## src/include/pri_pkg.sv

```systemverilog
// Constants, field layout and types for the register init and protection block
// Functional notes
// - Hold a reprogrammable 64-bit user signature store
// - Signature is readable whatever the protection state
// - Protected device refuses configuration array readback
// - Protection clears only through a full reprogramming; presetn also clears it here
// - Programming cycle erases the array automatically
// - Preload forces each output register high or low
// - Power-up reset drives all registers low, 1us
// - Output pins show polarity applied to low state
package pri_pkg;

   // ****************************************************************
   // Widths and sizes
   // ****************************************************************
   localparam int ADDR_W = 8;          // APB byte address width
   localparam int DATA_W = 32;         // APB data width
   localparam int SIG_W = 64;          // User signature width
   localparam int NOUT = 12;           // Registered outputs
   localparam int NCFG = 8;            // Configuration array words

   // ****************************************************************
   // Register byte addresses
   // ****************************************************************
   localparam logic [ADDR_W-1:0] ADDR_CTRL = 8'h00;     // Mode and commands
   localparam logic [ADDR_W-1:0] ADDR_STAT = 8'h04;     // Block state
   localparam logic [ADDR_W-1:0] ADDR_SIG_LO = 8'h08;   // Signature bits 31:0
   localparam logic [ADDR_W-1:0] ADDR_SIG_HI = 8'h0c;   // Signature bits 63:32
   localparam logic [ADDR_W-1:0] ADDR_CFG_IDX = 8'h10;  // Array word index
   localparam logic [ADDR_W-1:0] ADDR_CFG_DATA = 8'h14; // Array word data
   localparam logic [ADDR_W-1:0] ADDR_PRELOAD = 8'h18;  // Preload value, write forces in programming mode

   // ****************************************************************
   // Field positions
   // ****************************************************************
   localparam int CTRL_PROG_BIT = 0;    // Programming or test mode
   localparam int CTRL_SECURE_BIT = 1;  // Write one: program protection cell
   localparam int CTRL_START_BIT = 2;   // Write one: start programming cycle
   localparam int STAT_PROT_BIT = 0;    // Protection cell programmed
   localparam int STAT_BUSY_BIT = 1;    // Programming cycle running
   localparam int STAT_POR_BIT = 2;     // Power-up reset time elapsed
   localparam int STAT_MODE_BIT = 3;    // Mirror of programming mode
   localparam int STAT_Q_LSB = 16;      // Output register state
   localparam int CFG0_POL_LSB = 0;     // Word 0: output polarity
   localparam int CFG0_OE_LSB = 16;     // Word 0: output enables

   // ****************************************************************
   // Reset values
   // ****************************************************************
   localparam logic [SIG_W-1:0] SIG_RST = 64'h0;
   localparam logic [DATA_W-1:0] CFG_RST = 32'h0;
   localparam logic PROG_RST = 1'b0;
   localparam logic PROT_RST = 1'b0;

   // ****************************************************************
   // Timing
   // ****************************************************************
   localparam int CLK_PERIOD_NS = 10;                 // pclk at 100 MHz
   localparam int T_PR_NS = 1000;                     // Power-up reset, longest
   localparam int PR_CYC = T_PR_NS / CLK_PERIOD_NS;   // Rounded down
   localparam int POR_CNT_W = 7;                      // Holds PR_CYC - 1

   // ****************************************************************
   // Programming sequencer states, Gray from idle through erase to unlock
   // ****************************************************************
   typedef enum logic [1:0] {
      PRI_IDLE = 2'b00,
      PRI_ERASE = 2'b01,
      PRI_UNLOCK = 2'b11
   } pri_seq_t;

endpackage

```

## src/design/pri_sig_store.sv

```systemverilog
// User signature store, two 32-bit words written by lane
`timescale 1ns/10ps
module pri_sig_store
   import pri_pkg::*;
#(
   parameter int NWORD = pri_pkg::SIG_W / pri_pkg::DATA_W
)
(
   input wire logic pclk,
   input wire logic presetn,
   input wire logic [NWORD-1:0] we,
   input wire logic [pri_pkg::DATA_W-1:0] wdata,
   output logic [pri_pkg::SIG_W-1:0] sig
);

   // ****************************************************************
   // Storage, one flop word per lane
   // ****************************************************************
   genvar g;
   generate
      for (g = 0; g < NWORD; g++)
      begin : g_word
         // Content is entirely the user's; no field has meaning here
         always_ff @(posedge pclk or negedge presetn)
         begin
            if (!presetn)
               sig[g*DATA_W +: DATA_W] <= SIG_RST[g*DATA_W +: DATA_W];
            else if (we[g])
               sig[g*DATA_W +: DATA_W] <= wdata;
         end

      end
   endgenerate
endmodule // pri_sig_store

```

## src/design/pri_olmc.sv

```systemverilog
// Registered output cells with power-up hold, preload and polarity
`timescale 1ns/10ps
module pri_olmc
   import pri_pkg::*;
#(
   parameter int NOUT = pri_pkg::NOUT
)
(
   input wire logic pclk,
   input wire logic presetn,
   input wire logic hold,
   input wire logic pre_go,
   input wire logic [NOUT-1:0] pre_val,
   input wire logic [NOUT-1:0] d_in,
   input wire logic [NOUT-1:0] pol,
   input wire logic [NOUT-1:0] oe,
   output logic [NOUT-1:0] pin_out,
   output logic [NOUT-1:0] pin_oe,
   output logic [NOUT-1:0] q
);

   // ****************************************************************
   // Per-output register, pin and enable
   // ****************************************************************
   genvar g;
   generate
      for (g = 0; g < NOUT; g++)
      begin : g_cell
         logic q_nxt; // Next register state

         // Hold beats preload, preload beats the array's next state
         assign q_nxt = hold ? 1'b0 : (pre_go ? pre_val[g] : d_in[g]);

         // Pin flop carries the polarity so the pin needs no gate after it
         always_ff @(posedge pclk or negedge presetn)
         begin
            if (!presetn)
            begin
               q[g] <= 1'b0;
               pin_out[g] <= 1'b0;
               pin_oe[g] <= 1'b0;
            end
            else
            begin
               q[g] <= q_nxt;
               pin_out[g] <= q_nxt ^ pol[g];
               pin_oe[g] <= oe[g];
            end
         end
      end
   endgenerate
endmodule // pri_olmc

```

## src/design/pri_top.sv

```systemverilog
// APB register file, protection cell, programming sequencer and power-up reset
`timescale 1ns/10ps
module pri_top
   import pri_pkg::*;
#(
   parameter int NOUT = pri_pkg::NOUT,
   parameter int NCFG = pri_pkg::NCFG
)
(
   input wire logic pclk,
   input wire logic presetn,
   input wire logic psel,
   input wire logic penable,
   input wire logic pwrite,
   input wire logic [pri_pkg::ADDR_W-1:0] paddr,
   input wire logic [pri_pkg::DATA_W-1:0] pwdata,
   output logic [pri_pkg::DATA_W-1:0] prdata,
   output logic pready,
   output logic pslverr,
   input wire logic [NOUT-1:0] d_in,
   output logic [NOUT-1:0] pin_out,
   output logic [NOUT-1:0] pin_oe
);
   import pri_pkg::*;

   localparam int IDX_W = $clog2(NCFG); // Array index width

   // ****************************************************************
   // State
   // ****************************************************************
   logic prog_r;                         // Programming or test mode
   logic prot_r;                         // Protection cell
   pri_seq_t seq_r;                      // Programming sequencer
   logic [IDX_W-1:0] era_idx_r;          // Word under erase
   logic [IDX_W-1:0] cfg_idx_r;          // Software array index
   logic [DATA_W-1:0] cfg_mem_r [NCFG];  // Configuration array
   logic [POR_CNT_W-1:0] por_cnt_r;      // Power-up reset timer
   logic por_done_r;                     // Power-up time elapsed
   logic pre_go_r;                       // One-cycle preload strobe
   logic [NOUT-1:0] pre_val_r;           // Value to force
   logic [SIG_W-1:0] sig;                // Signature content
   logic [NOUT-1:0] q;                   // Output register state

   // ****************************************************************
   // APB decode
   // ****************************************************************
   logic acc_first;   // First access cycle, answer prepared here
   logic acc_done;    // Completing edge of a transfer
   logic wr_en;       // Write takes effect
   logic hit_ctrl;
   logic hit_stat;
   logic hit_sig_lo;
   logic hit_sig_hi;
   logic hit_idx;
   logic hit_data;
   logic hit_pre;
   logic mapped;
   logic busy;
   logic rd_blocked;
   logic rd_err;
   logic [DATA_W-1:0] stat_word;
   logic [DATA_W-1:0] rd_data;

   assign acc_first = psel & penable & ~pready;
   assign acc_done = psel & penable & pready;
   assign wr_en = acc_done & pwrite;
   assign hit_ctrl = paddr == ADDR_CTRL;
   assign hit_stat = paddr == ADDR_STAT;
   assign hit_sig_lo = paddr == ADDR_SIG_LO;
   assign hit_sig_hi = paddr == ADDR_SIG_HI;
   assign hit_idx = paddr == ADDR_CFG_IDX;
   assign hit_data = paddr == ADDR_CFG_DATA;
   assign hit_pre = paddr == ADDR_PRELOAD;
   assign mapped = hit_ctrl | hit_stat | hit_sig_lo | hit_sig_hi | hit_idx | hit_data | hit_pre;
   assign busy = seq_r != PRI_IDLE;

   // Array readback is refused once protected; the answer carries no data
   assign rd_blocked = hit_data & ~pwrite & prot_r;
   assign rd_err = ~mapped | rd_blocked;

   assign stat_word = (DATA_W'(q) << STAT_Q_LSB)
                    | (DATA_W'(prog_r) << STAT_MODE_BIT)
                    | (DATA_W'(por_done_r) << STAT_POR_BIT)
                    | (DATA_W'(busy) << STAT_BUSY_BIT)
                    | (DATA_W'(prot_r) << STAT_PROT_BIT);

   // Signature words sit outside the protection gate on purpose
   assign rd_data = hit_ctrl ? DATA_W'(prog_r) << CTRL_PROG_BIT
                  : hit_stat ? stat_word
                  : hit_sig_lo ? sig[DATA_W-1:0]
                  : hit_sig_hi ? sig[SIG_W-1:DATA_W]
                  : hit_idx ? DATA_W'(cfg_idx_r)
                  : (hit_data & ~prot_r) ? cfg_mem_r[cfg_idx_r]
                  : '0;

   // ****************************************************************
   // Commands and array writes gated by mode and by the sequencer; signature writes by mode only
   // ****************************************************************
   logic ctrl_wr;
   logic secure_cmd;
   logic start_cmd;
   logic cfg_we;
   logic [1:0] sig_we;

   assign ctrl_wr = wr_en & hit_ctrl;
   // Mode taken from before the write, so one write cannot enter and act
   assign secure_cmd = ctrl_wr & pwdata[CTRL_SECURE_BIT] & prog_r & ~busy;
   assign start_cmd = ctrl_wr & pwdata[CTRL_START_BIT] & prog_r & ~busy;
   // Software writes change array words only between programming cycles, in programming mode
   assign cfg_we = wr_en & hit_data & prog_r & ~busy;
   assign sig_we = {wr_en & hit_sig_hi & prog_r, wr_en & hit_sig_lo & prog_r};

   // ****************************************************************
   // APB answer, one wait state
   // ****************************************************************
   // pready rises in the second access cycle; data and error ride with it
   always_ff @(posedge pclk or negedge presetn)
   begin
      if (!presetn)
      begin
         pready <= 1'b0;
         pslverr <= 1'b0;
         prdata <= '0;
      end
      else
      begin
         pready <= acc_first;
         pslverr <= acc_first & rd_err;
         prdata <= (acc_first & ~pwrite) ? rd_data : '0;
      end
   end

   // ****************************************************************
   // Mode, index and preload registers
   // ****************************************************************
   always_ff @(posedge pclk or negedge presetn)
   begin
      if (!presetn)
      begin
         prog_r <= PROG_RST;
         cfg_idx_r <= '0;
         pre_val_r <= '0;
         pre_go_r <= 1'b0;
      end
      else
      begin
         if (ctrl_wr)
            prog_r <= pwdata[CTRL_PROG_BIT];
         if (wr_en & hit_idx)
            cfg_idx_r <= pwdata[IDX_W-1:0];
         if (wr_en & hit_pre)
            pre_val_r <= pwdata[NOUT-1:0];
         // Outside programming mode a preload write only stores the value
         pre_go_r <= wr_en & hit_pre & prog_r;
      end
   end

   // ****************************************************************
   // Protection cell
   // ****************************************************************
   // No software path clears it; only presetn and the end of a programming cycle do
   always_ff @(posedge pclk or negedge presetn)
   begin
      if (!presetn)
         prot_r <= PROT_RST;
      else if (seq_r == PRI_UNLOCK)
         prot_r <= 1'b0;
      else if (secure_cmd)
         prot_r <= 1'b1;
   end

   // ****************************************************************
   // Programming sequencer: erase every word, then unlock
   // ****************************************************************
   // Erase is part of the cycle itself; the programmer never asks for it
   always_ff @(posedge pclk or negedge presetn)
   begin
      if (!presetn)
      begin
         seq_r <= PRI_IDLE;
         era_idx_r <= '0;
      end
      else
      begin
         unique case (seq_r)
            PRI_IDLE:
            begin
               era_idx_r <= '0;
               if (start_cmd)
                  seq_r <= PRI_ERASE;
            end
            PRI_ERASE:
            begin
               era_idx_r <= era_idx_r + 1'b1;
               if (era_idx_r == IDX_W'(NCFG - 1))
                  seq_r <= PRI_UNLOCK;
            end
            PRI_UNLOCK:
               seq_r <= PRI_IDLE;
            default:
               seq_r <= PRI_IDLE; // Code 2'b10 is illegal
         endcase
      end
   end

   // ****************************************************************
   // Configuration array
   // ****************************************************************
   genvar g;
   generate
      for (g = 0; g < NCFG; g++)
      begin : g_cfg
         // Erase wins; software writes are refused while busy anyway
         always_ff @(posedge pclk or negedge presetn)
         begin
            if (!presetn)
               cfg_mem_r[g] <= CFG_RST;
            else if (seq_r == PRI_ERASE && era_idx_r == IDX_W'(g))
               cfg_mem_r[g] <= '0;
            else if (cfg_we && cfg_idx_r == IDX_W'(g))
               cfg_mem_r[g] <= pwdata;
         end
      end
   endgenerate

   // ****************************************************************
   // Power-up reset timer
   // ****************************************************************
   // Registers are low from the reset itself; the timer bounds the hold
   always_ff @(posedge pclk or negedge presetn)
   begin
      if (!presetn)
      begin
         por_cnt_r <= '0;
         por_done_r <= 1'b0;
      end
      else if (!por_done_r)
      begin
         por_cnt_r <= por_cnt_r + 1'b1;
         por_done_r <= por_cnt_r == POR_CNT_W'(PR_CYC - 1);
      end
   end

   // ****************************************************************
   // Submodules
   // ****************************************************************
   pri_sig_store u_sig (
      .pclk(pclk),
      .presetn(presetn),
      .we(sig_we),
      .wdata(pwdata),
      .sig(sig)
   );

   // Polarity and enables live in array word 0, readable or not
   pri_olmc #(.NOUT(NOUT)) u_olmc (
      .pclk(pclk),
      .presetn(presetn),
      .hold(~por_done_r),
      .pre_go(pre_go_r),
      .pre_val(pre_val_r),
      .d_in(d_in),
      .pol(cfg_mem_r[0][CFG0_POL_LSB +: NOUT]),
      .oe(cfg_mem_r[0][CFG0_OE_LSB +: NOUT]),
      .pin_out(pin_out),
      .pin_oe(pin_oe),
      .q(q)
   );

   // ****************************************************************
   // Checks
   // ****************************************************************
   logic mem_any; // Any array bit set, for the erase check

   always_comb
   begin
      mem_any = 1'b0;
      for (int i = 0; i < NCFG; i++)
         mem_any = mem_any | (|cfg_mem_r[i]);
   end
endmodule // pri_top

```

## config.mk

```make
export PLATFORM = sky130hd
export DESIGN_NAME = pri_top
export DESIGN_NICKNAME = d
export VERILOG_FILES = /design/src/include/pri_pkg.sv /design/src/design/pri_sig_store.sv /design/src/design/pri_olmc.sv /design/src/design/pri_top.sv
export SDC_FILE = /design/constraint.sdc
export NUM_CORES = 1
export LEC_CHECK = 0
export ABC_AREA = 1
export BUFFER_PORTS_ARGS = -buffer_cell sky130_fd_sc_hd__buf_4
export CAP_MARGIN = 20
export CORE_UTILIZATION = 66
export DETAILED_ROUTE_END_ITERATION = 8
export GPL_TIMING_DRIVEN = 0
export PLACE_DENSITY = 0.86
export SLEW_MARGIN = 10
export SYNTH_ARGS = -nofsm -noshare
export SYNTH_HDL_FRONTEND = slang
export SYNTH_SLANG_ARGS = --single-unit
```

## constraint.sdc

```tcl
create_clock -name pclk -period 3.4 [get_ports pclk]
set_clock_uncertainty 0.1 [all_clocks]
set_input_delay 0.68 -clock pclk [delete_from_list [all_inputs] [get_ports pclk]]
set_output_delay 0.68 -clock pclk [all_outputs]
set_load 0.005 [all_outputs]
```

==> qor.yml, run 1 <==
cts:
  clk_pin_slew_worst_paths_ps: 60
  cts_made_buffers: 44
  post_cts_hold_buffer_count: 0
  maximum_level_of_the_cts_h_tree: 2
  clkLatencyLatePin_ps: 550
  cts_max_path_buffers: 3
  cts_post_setup_buffers_inserted: 0
  tritoncts: "yes"
  post_cts.resized_instances: 0
  cts_sinks: 421
  clk_root_buffer_cell: "clkbuf_16"
global_route:
  grt_max_degree: 114
  grt_antenna_before_repair: 0
  wire_length_of_the_first_global_routing_pass_mm: 93.0
  globalRouteTotalUtil_pct: 42.1
  grt_pass1_vias: 17100
  globalRouteOverflowTotal: 0
critical_path:
  crit_path_cell_trace: "buf_4, inv_1, nand2_1, nor2_2, nand3b_1, clkinv_1, clkbuf_1, nand3_1, a21oi_1"
  reg2regPathDepth: 10
  timing.critical_path.from_type: "input pin"
  critPathMaxFanout: 10
  timing.critical_path.arrival_ps: 3030
  crit_required_ps: 3740
  worst_path_max_delay_cell: "clkbuf_1"
  critical_path.max_stage_delay_ps: 560
  worst_setup_path_end_kind: "flip-flop"
  worst_setup_path_category: "input pin to flip-flop"
timing:
  setup_viol: 0
  tightestPinTransition_ps: 878
  hold_viol_final: 0
  post-route-period-util_pct: 78.9
  grt_setup_unrepaired: "no"
  maxSlewViolCount: 0
  timing.fmax_mhz: 373
  finalCriticalPeriod_ps: 2680
  max-slew-margin-rel_pct: 41.5
  worst_slack_ps: 718
floorplan:
  die_x_um: 172
  design.portCount: 115
  starting_utilization_of_the_core_area_pct: 67.9
  die_h_um: 172
  core-area_sq_um: 28200
  total_die_area_sq_um: 29600
  std_cell_rows: 61
synthesis:
  synth_area_per_cell_sq_um: 8.34
  syn-num-nets: 2357
  seq_area_frac_synth_pct: 55.1
  synthDistinctLibCells: 35
  syn_inst: 2293
  ys_warn_count: 0
  syn-cell-area_sq_um: 19100
  yosys_register_bits: 421
layout:
  layout_common_cells: "nand2_1, dfrtp_1, nand3_1, nor2_1, o21ai_0"
  multiInputGateArea_sq_um: 7370
  fillers: 1945
  syn_to_final_growth_pct: 14.3
  drive_gt1_share_pct: 11.6
  area.sequential_sq_um: 10500
  insertedDiodeCount: 0
  num-nets-final: 2505
  layout_commonest_cell: "nand2_1"
  finalCoreUtilization_pct: 77.6
routing:
  detailedRoute.firstPassIterationCount: 7
  vias_per_cell: 6.23
  wl_mm: 60.5
  detailroute.via_count: 17800
  drt-wirelength-per-cell_um: 21.2
  antenna_violating_nets_post_route: 0
  remaining_drc_errors: 0
  drt_iter0_drc: 2213
worst_hold_path:
  min_path_type: "input pin to asynchronous set/reset pin"
placed_design:
  place_ws_ps: 368
  post-dp-hpwl_mm: 42.8
  gpl.final_weighted_congestion: 0.955
  numPortBuffers: 99
run_status:
  outcome: "finished, final reports clean"
power:
  ir_worst_vdd_v: 0.000383
  power.leakage_nw: 11.3
  pwr_density_cell_nw_per_um2: 463
run:
  max-cap-violations: 0
cell families (layout without fill, tap and decap cells):
| kind of cell | count (synthesis) | in the layout | synth area share (%) |
|---|---|---|---|
| AO/OA/AOI/OAI | 400 | 400 | 11.2 |
| flip-flops | 421 | 421 | 55.1 |
| adder cells (fa/ha/maj) | 7 | 7 | 0.458 |
| AND/OR/NAND/NOR | 1172 | 1172 | 26.1 |
| XOR/XNOR | 18 | 18 | 0.825 |
| buffers and inverters | 275 | 458 | 6.31 |
layer usage:
| layer | global-route usage [%] | wire length, um | vias to the layer above |
|---|---|---|---|
| met5 | 0 | 0 | - |
| met4 | 26.0 | 4000 | 0 |
| met3 | 7.64 | 6300 | 283 |
| met2 | 65.9 | 27700 | 1126 |
| met1 | 54.9 | 22400 | 8601 |
| li1 | - | - | 7766 |
state kept, by name, summed over array words and instances (netlist names), 2 cells and up:
register,flops
cfg_idx_r,3
prdata,32
u_olmc.pin_oe,12
era_idx_r,3
u_sig.sig,64
u_olmc.q,12
por_cnt_r,7
u_olmc.pin_out,12
cfg_mem_r,256
seq_r,2
pre_val_r,12
worst max-delay path: cells and delay by family:
kind,cells,cell delay (ps)
AO/OA/AOI/OAI,1,290
buffers and inverters,4,1060
AND/OR/NAND/NOR,4,970
cells in the mapped netlist (all sizes together):
| cell | number | area, sq um |
|---|---|---|
| xnor2 | 2 | 17.5 |
| nor2 | 285 | 1110 |
| o21ai | 299 | 1530 |
| buf | 60 | 398 |
| o211ai | 31 | 233 |
| nand3b | 1 | 7.51 |
| o21bai | 1 | 7.51 |
| dfrtp | 421 | 10500 |
| nor3 | 7 | 56.3 |
| or2 | 30 | 188 |
| o41ai | 3 | 26.3 |
| clkinv | 2 | 7.51 |
| a21oi | 65 | 325 |
| inv | 105 | 394 |
| clkbuf | 108 | 407 |
| xor2 | 16 | 140 |
| nor4 | 1 | 6.26 |
| o22ai | 1 | 6.26 |
| ha | 7 | 87.6 |
| nand3 | 310 | 1590 |
| nand2 | 538 | 2030 |
power breakdown:
part           total, mW  internal (mW)  switching [mW]
Sequential          5.02           5.02         0.00451
Combinational      0.320         0.0705           0.249
Clock               4.78           2.74            2.03
final cells by class:
type / instances / share of cell area, %
flip-flops and latches: 421 / 48.2
multi-input cells: 1597 / 33.8
inverters: 107 / 1.84
clock inverters: 13 / 0.521
clock buffers: 68 / 6.00
plain buffers: 168 / 3.68
repair buffers: 102 / 3.81
well taps: 378 / 2.16
worst paths after layout:
check,startpoint,to,slack (ps)
min,presetn,cfg_mem_r[98],50
max in group asynchronous,presetn,prdata[30],2120
min reg2reg,cfg_mem_r[248],u_olmc.pin_oe[8],310
max,paddr[5],prdata[30],720
min in group pclk,pwdata[31],cfg_mem_r[159],280
max reg2reg,cfg_idx_r[0],prdata[31],730
metrics by stage:
step,std cells,area (sq um),power (mW),setup TNS (ps),hold slack [ps]
floorplan,2293,19100,5.21,0,275
global placement,2770,20300,5.41,-1022410,296
global route,2854,21800,10.3,0,120
finish,2854,21800,10.1,0,52.8
detailed placement,2773,20400,5.43,0,292
CTS,2854,21800,10.1,0,80.7
Note: power is estimated with default switching activity, not from simulation.
==> inputs of run 2 (changes only) <==
Settings changed: CORE_UTILIZATION 66 to 55, PLACE_DENSITY 0.86 to 0.76.
Clock period 3.4 ns to 2.3 ns, I/O delays scaled along.
==> run 2 against run 1 <==
Sequential cell count stayed put. Sequential power grew 48%. Critical path depth stayed put. Die area grew 20%. Count of clock-buffer cells in the layout shrank 3. Cell count increased by 2.5%. Cell area increased by 1.7%. Non-clock buffer count is 5 higher. Routed wire length rose by 0.76%. Critical endpoint is now prdata[11]. Largest power group unchanged.
==> qor.yml, run 2 (synthesis results as in run 1) <==
floorplan:
  std_cell_rows: 67
  starting_utilization_of_the_core_area_pct: 56.4
  design.portCount: 115
  total_die_area_sq_um: 35500
  die_h_um: 188
  core-area_sq_um: 33900
  die_x_um: 188
global_route:
  wire_length_of_the_first_global_routing_pass_mm: 93.2
  globalRouteOverflowTotal: 0
  grt_max_degree: 116
  grt_pass1_vias: 16300
  grt_antenna_before_repair: 0
  globalRouteTotalUtil_pct: 34.6
placed_design:
  post-dp-hpwl_mm: 44.0
  gpl.final_weighted_congestion: 0.950
  placedInstanceArea_sq_um: 20500
  number_of_placed_instances_with_taps_included: 2843
  numPortBuffers: 99
critical_path:
  path_common_cell: "buf_2"
  worst_setup_path_category: "flip-flop to flip-flop"
  critPathMaxFanout: 10
  worst_path_max_delay_cell: "clkbuf_2"
  timing.critical_path.arrival_ps: 2630
  timing.critical_path.from_type: "flip-flop"
  worst-path-buf-inv: 3
  worst_setup_path_end_kind: "flip-flop"
  crit_required_ps: 2640
  critical_path.max_stage_delay_ps: 350
  path_delay_family: "buffers and inverters"
  crit_path_cell_trace: "buf_2, buf_2, clkbuf_2, nor2_1, o21ai_0, o211ai_1, nand2_1, nand3_1, a21oi_2"
power:
  pwr_density_cell_nw_per_um2: 677
  power.leakage_nw: 11.5
  net-switching-power_mw: 3.34
  power_frac_clock_pct: 47.4
  comb_pwr_share_pct: 3.2
  p_sw_share_pct: 22.2
  internal-power_mw: 11.7
  seq_power_share_pct: 49.4
  ir_worst_vdd_v: 0.000578
cts:
  tritoncts: "yes"
  maximum_level_of_the_cts_h_tree: 2
  clk_pin_slew_worst_paths_ps: 60
  cts_sinks: 421
  cts_made_buffers: 44
  cts_max_path_buffers: 3
  clk_root_buffer_cell: "clkbuf_16"
  clkLatencyLatePin_ps: 560
worst_hold_path:
  min_path_type: "input pin to flip-flop"
layout:
  area.sequential_sq_um: 10500
  layout_common_cells: "nand2_1, dfrtp_1, nand3_1, nor2_1, o21ai_0"
  fillers: 2882
  multiInputGateArea_sq_um: 7480
  registers.top_by_ff_count: "cfg_mem_r"
  insertedDiodeCount: 0
  drive_gt1_share_pct: 13.8
  largest_registers: "cfg_mem_r: 256 flops, u_sig.sig: 64 flops, prdata: 32 flops"
  layout_commonest_cell: "nand2_1"
  final_design_area_no_fill_sq_um: 22200
  finalNonFillerCells: 2924
  largest_reg_flops: 256
  num-nets-final: 2510
  syn_to_final_growth_pct: 16.2
run:
  max-cap-violations: 0
timing:
  tns_ps: 0
  maxSlewViolCount: 0
  post-route-period-util_pct: 99.5
  setup_viol: 0
  grt_setup_unrepaired: "yes"
  timing.fmax_mhz: 437
  tightestPinTransition_ps: 772
  max-slew-margin-rel_pct: 48.5
  hold_viol_final: 0
  finalCriticalPeriod_ps: 2290
routing:
  remaining_drc_errors: 0
  drt_iter0_drc: 1832
  vias_per_cell: 5.86
  detailroute.via_count: 17100
  wl_mm: 60.9
  drt-wirelength-per-cell_um: 20.8
  detailedRoute.firstPassIterationCount: 7
  antenna_violating_nets_post_route: 0
run_status:
  outcome: "finished, final reports clean"
[run 2: timing repair]
item | 4_1_cts | 5_1_grt
setup buffers | 0 | 4
hold buffers | 1 | 0
setup endpoints to repair | 55 | 285
pin swaps | 0 | 4
endpoints found under the hold margin | 86 | 0
gates resized for setup | 27 | 81
cloned | 0 | 0
[run 2: metrics by stage]
stage	hold WS [ps]	power, mW	utilization (%)	worst slack, ps
2_1_floorplan	64.4	7.69	-	399
3_3_place_gp	296	8.01	60.3	-3430
3_5_place_dp	296	8.03	60.6	-525
4_1_cts	59.8	15.1	65.0	9.34
5_1_grt	73.6	15.4	65.6	-52.1
6_report	79.3	15.0	65.6	11.1
[run 2: power by group through the flow]
stage / logic (mW) / clock network, mW / registers [mW]
final: 0.478 / 7.13 / 7.42
after CTS: 0.480 / 7.15 / 7.42
after global routing: 0.526 / 7.45 / 7.42
after global placement: 0.448 / 0 / 7.56
after floorplan: 0.136 / 0 / 7.56
after detailed placement: 0.475 / 0 / 7.56
[run 2: worst paths after layout]
kind	start	end	slack (ps)	depth (start not counted)
worst max-delay path	cfg_idx_r[0]	prdata[11]	10	9
worst min-delay path	pwdata[0]	cfg_mem_r[128]	80	3
worst max register to register	cfg_idx_r[0]	prdata[11]	10	9
worst min register to register	cfg_mem_r[247]	u_olmc.pin_oe[7]	320	0
max in group asynchronous	presetn	cfg_mem_r[121]	290	4
min in group asynchronous	presetn	cfg_mem_r[71]	360	2
[run 2: layout make-up]
cell class                      count  share of cell area [%]
Buffer                            168                    4.03
Inverter                          107                    1.83
Clock inverter                     11                   0.608
Timing Repair Buffer              107                    4.01
Clock buffer                       65                    5.90
Multi-Input combinational cell   1597                    33.7
Sequential cell                   421                    47.4
Tap cell                          448                    2.52
[run 2: per-layer routing]
layer,share of wire (%),routed length (um),GRT usage [%]
met5,0,0,0
met4,5.0,3040,17.8
met3,9.0,5490,6.07
met2,46,28200,53.8
met1,40,24200,46.9
[run 2: worst register-to-register path, cell delays in order (launching register included)]
cell	delay, ps
dfrtp_1	310
buf_2	170
buf_2	250
clkbuf_2	350
nor2_1	90
o21ai_0	220
o211ai_1	130
nand2_1	120
nand3_1	150
a21oi_2	280
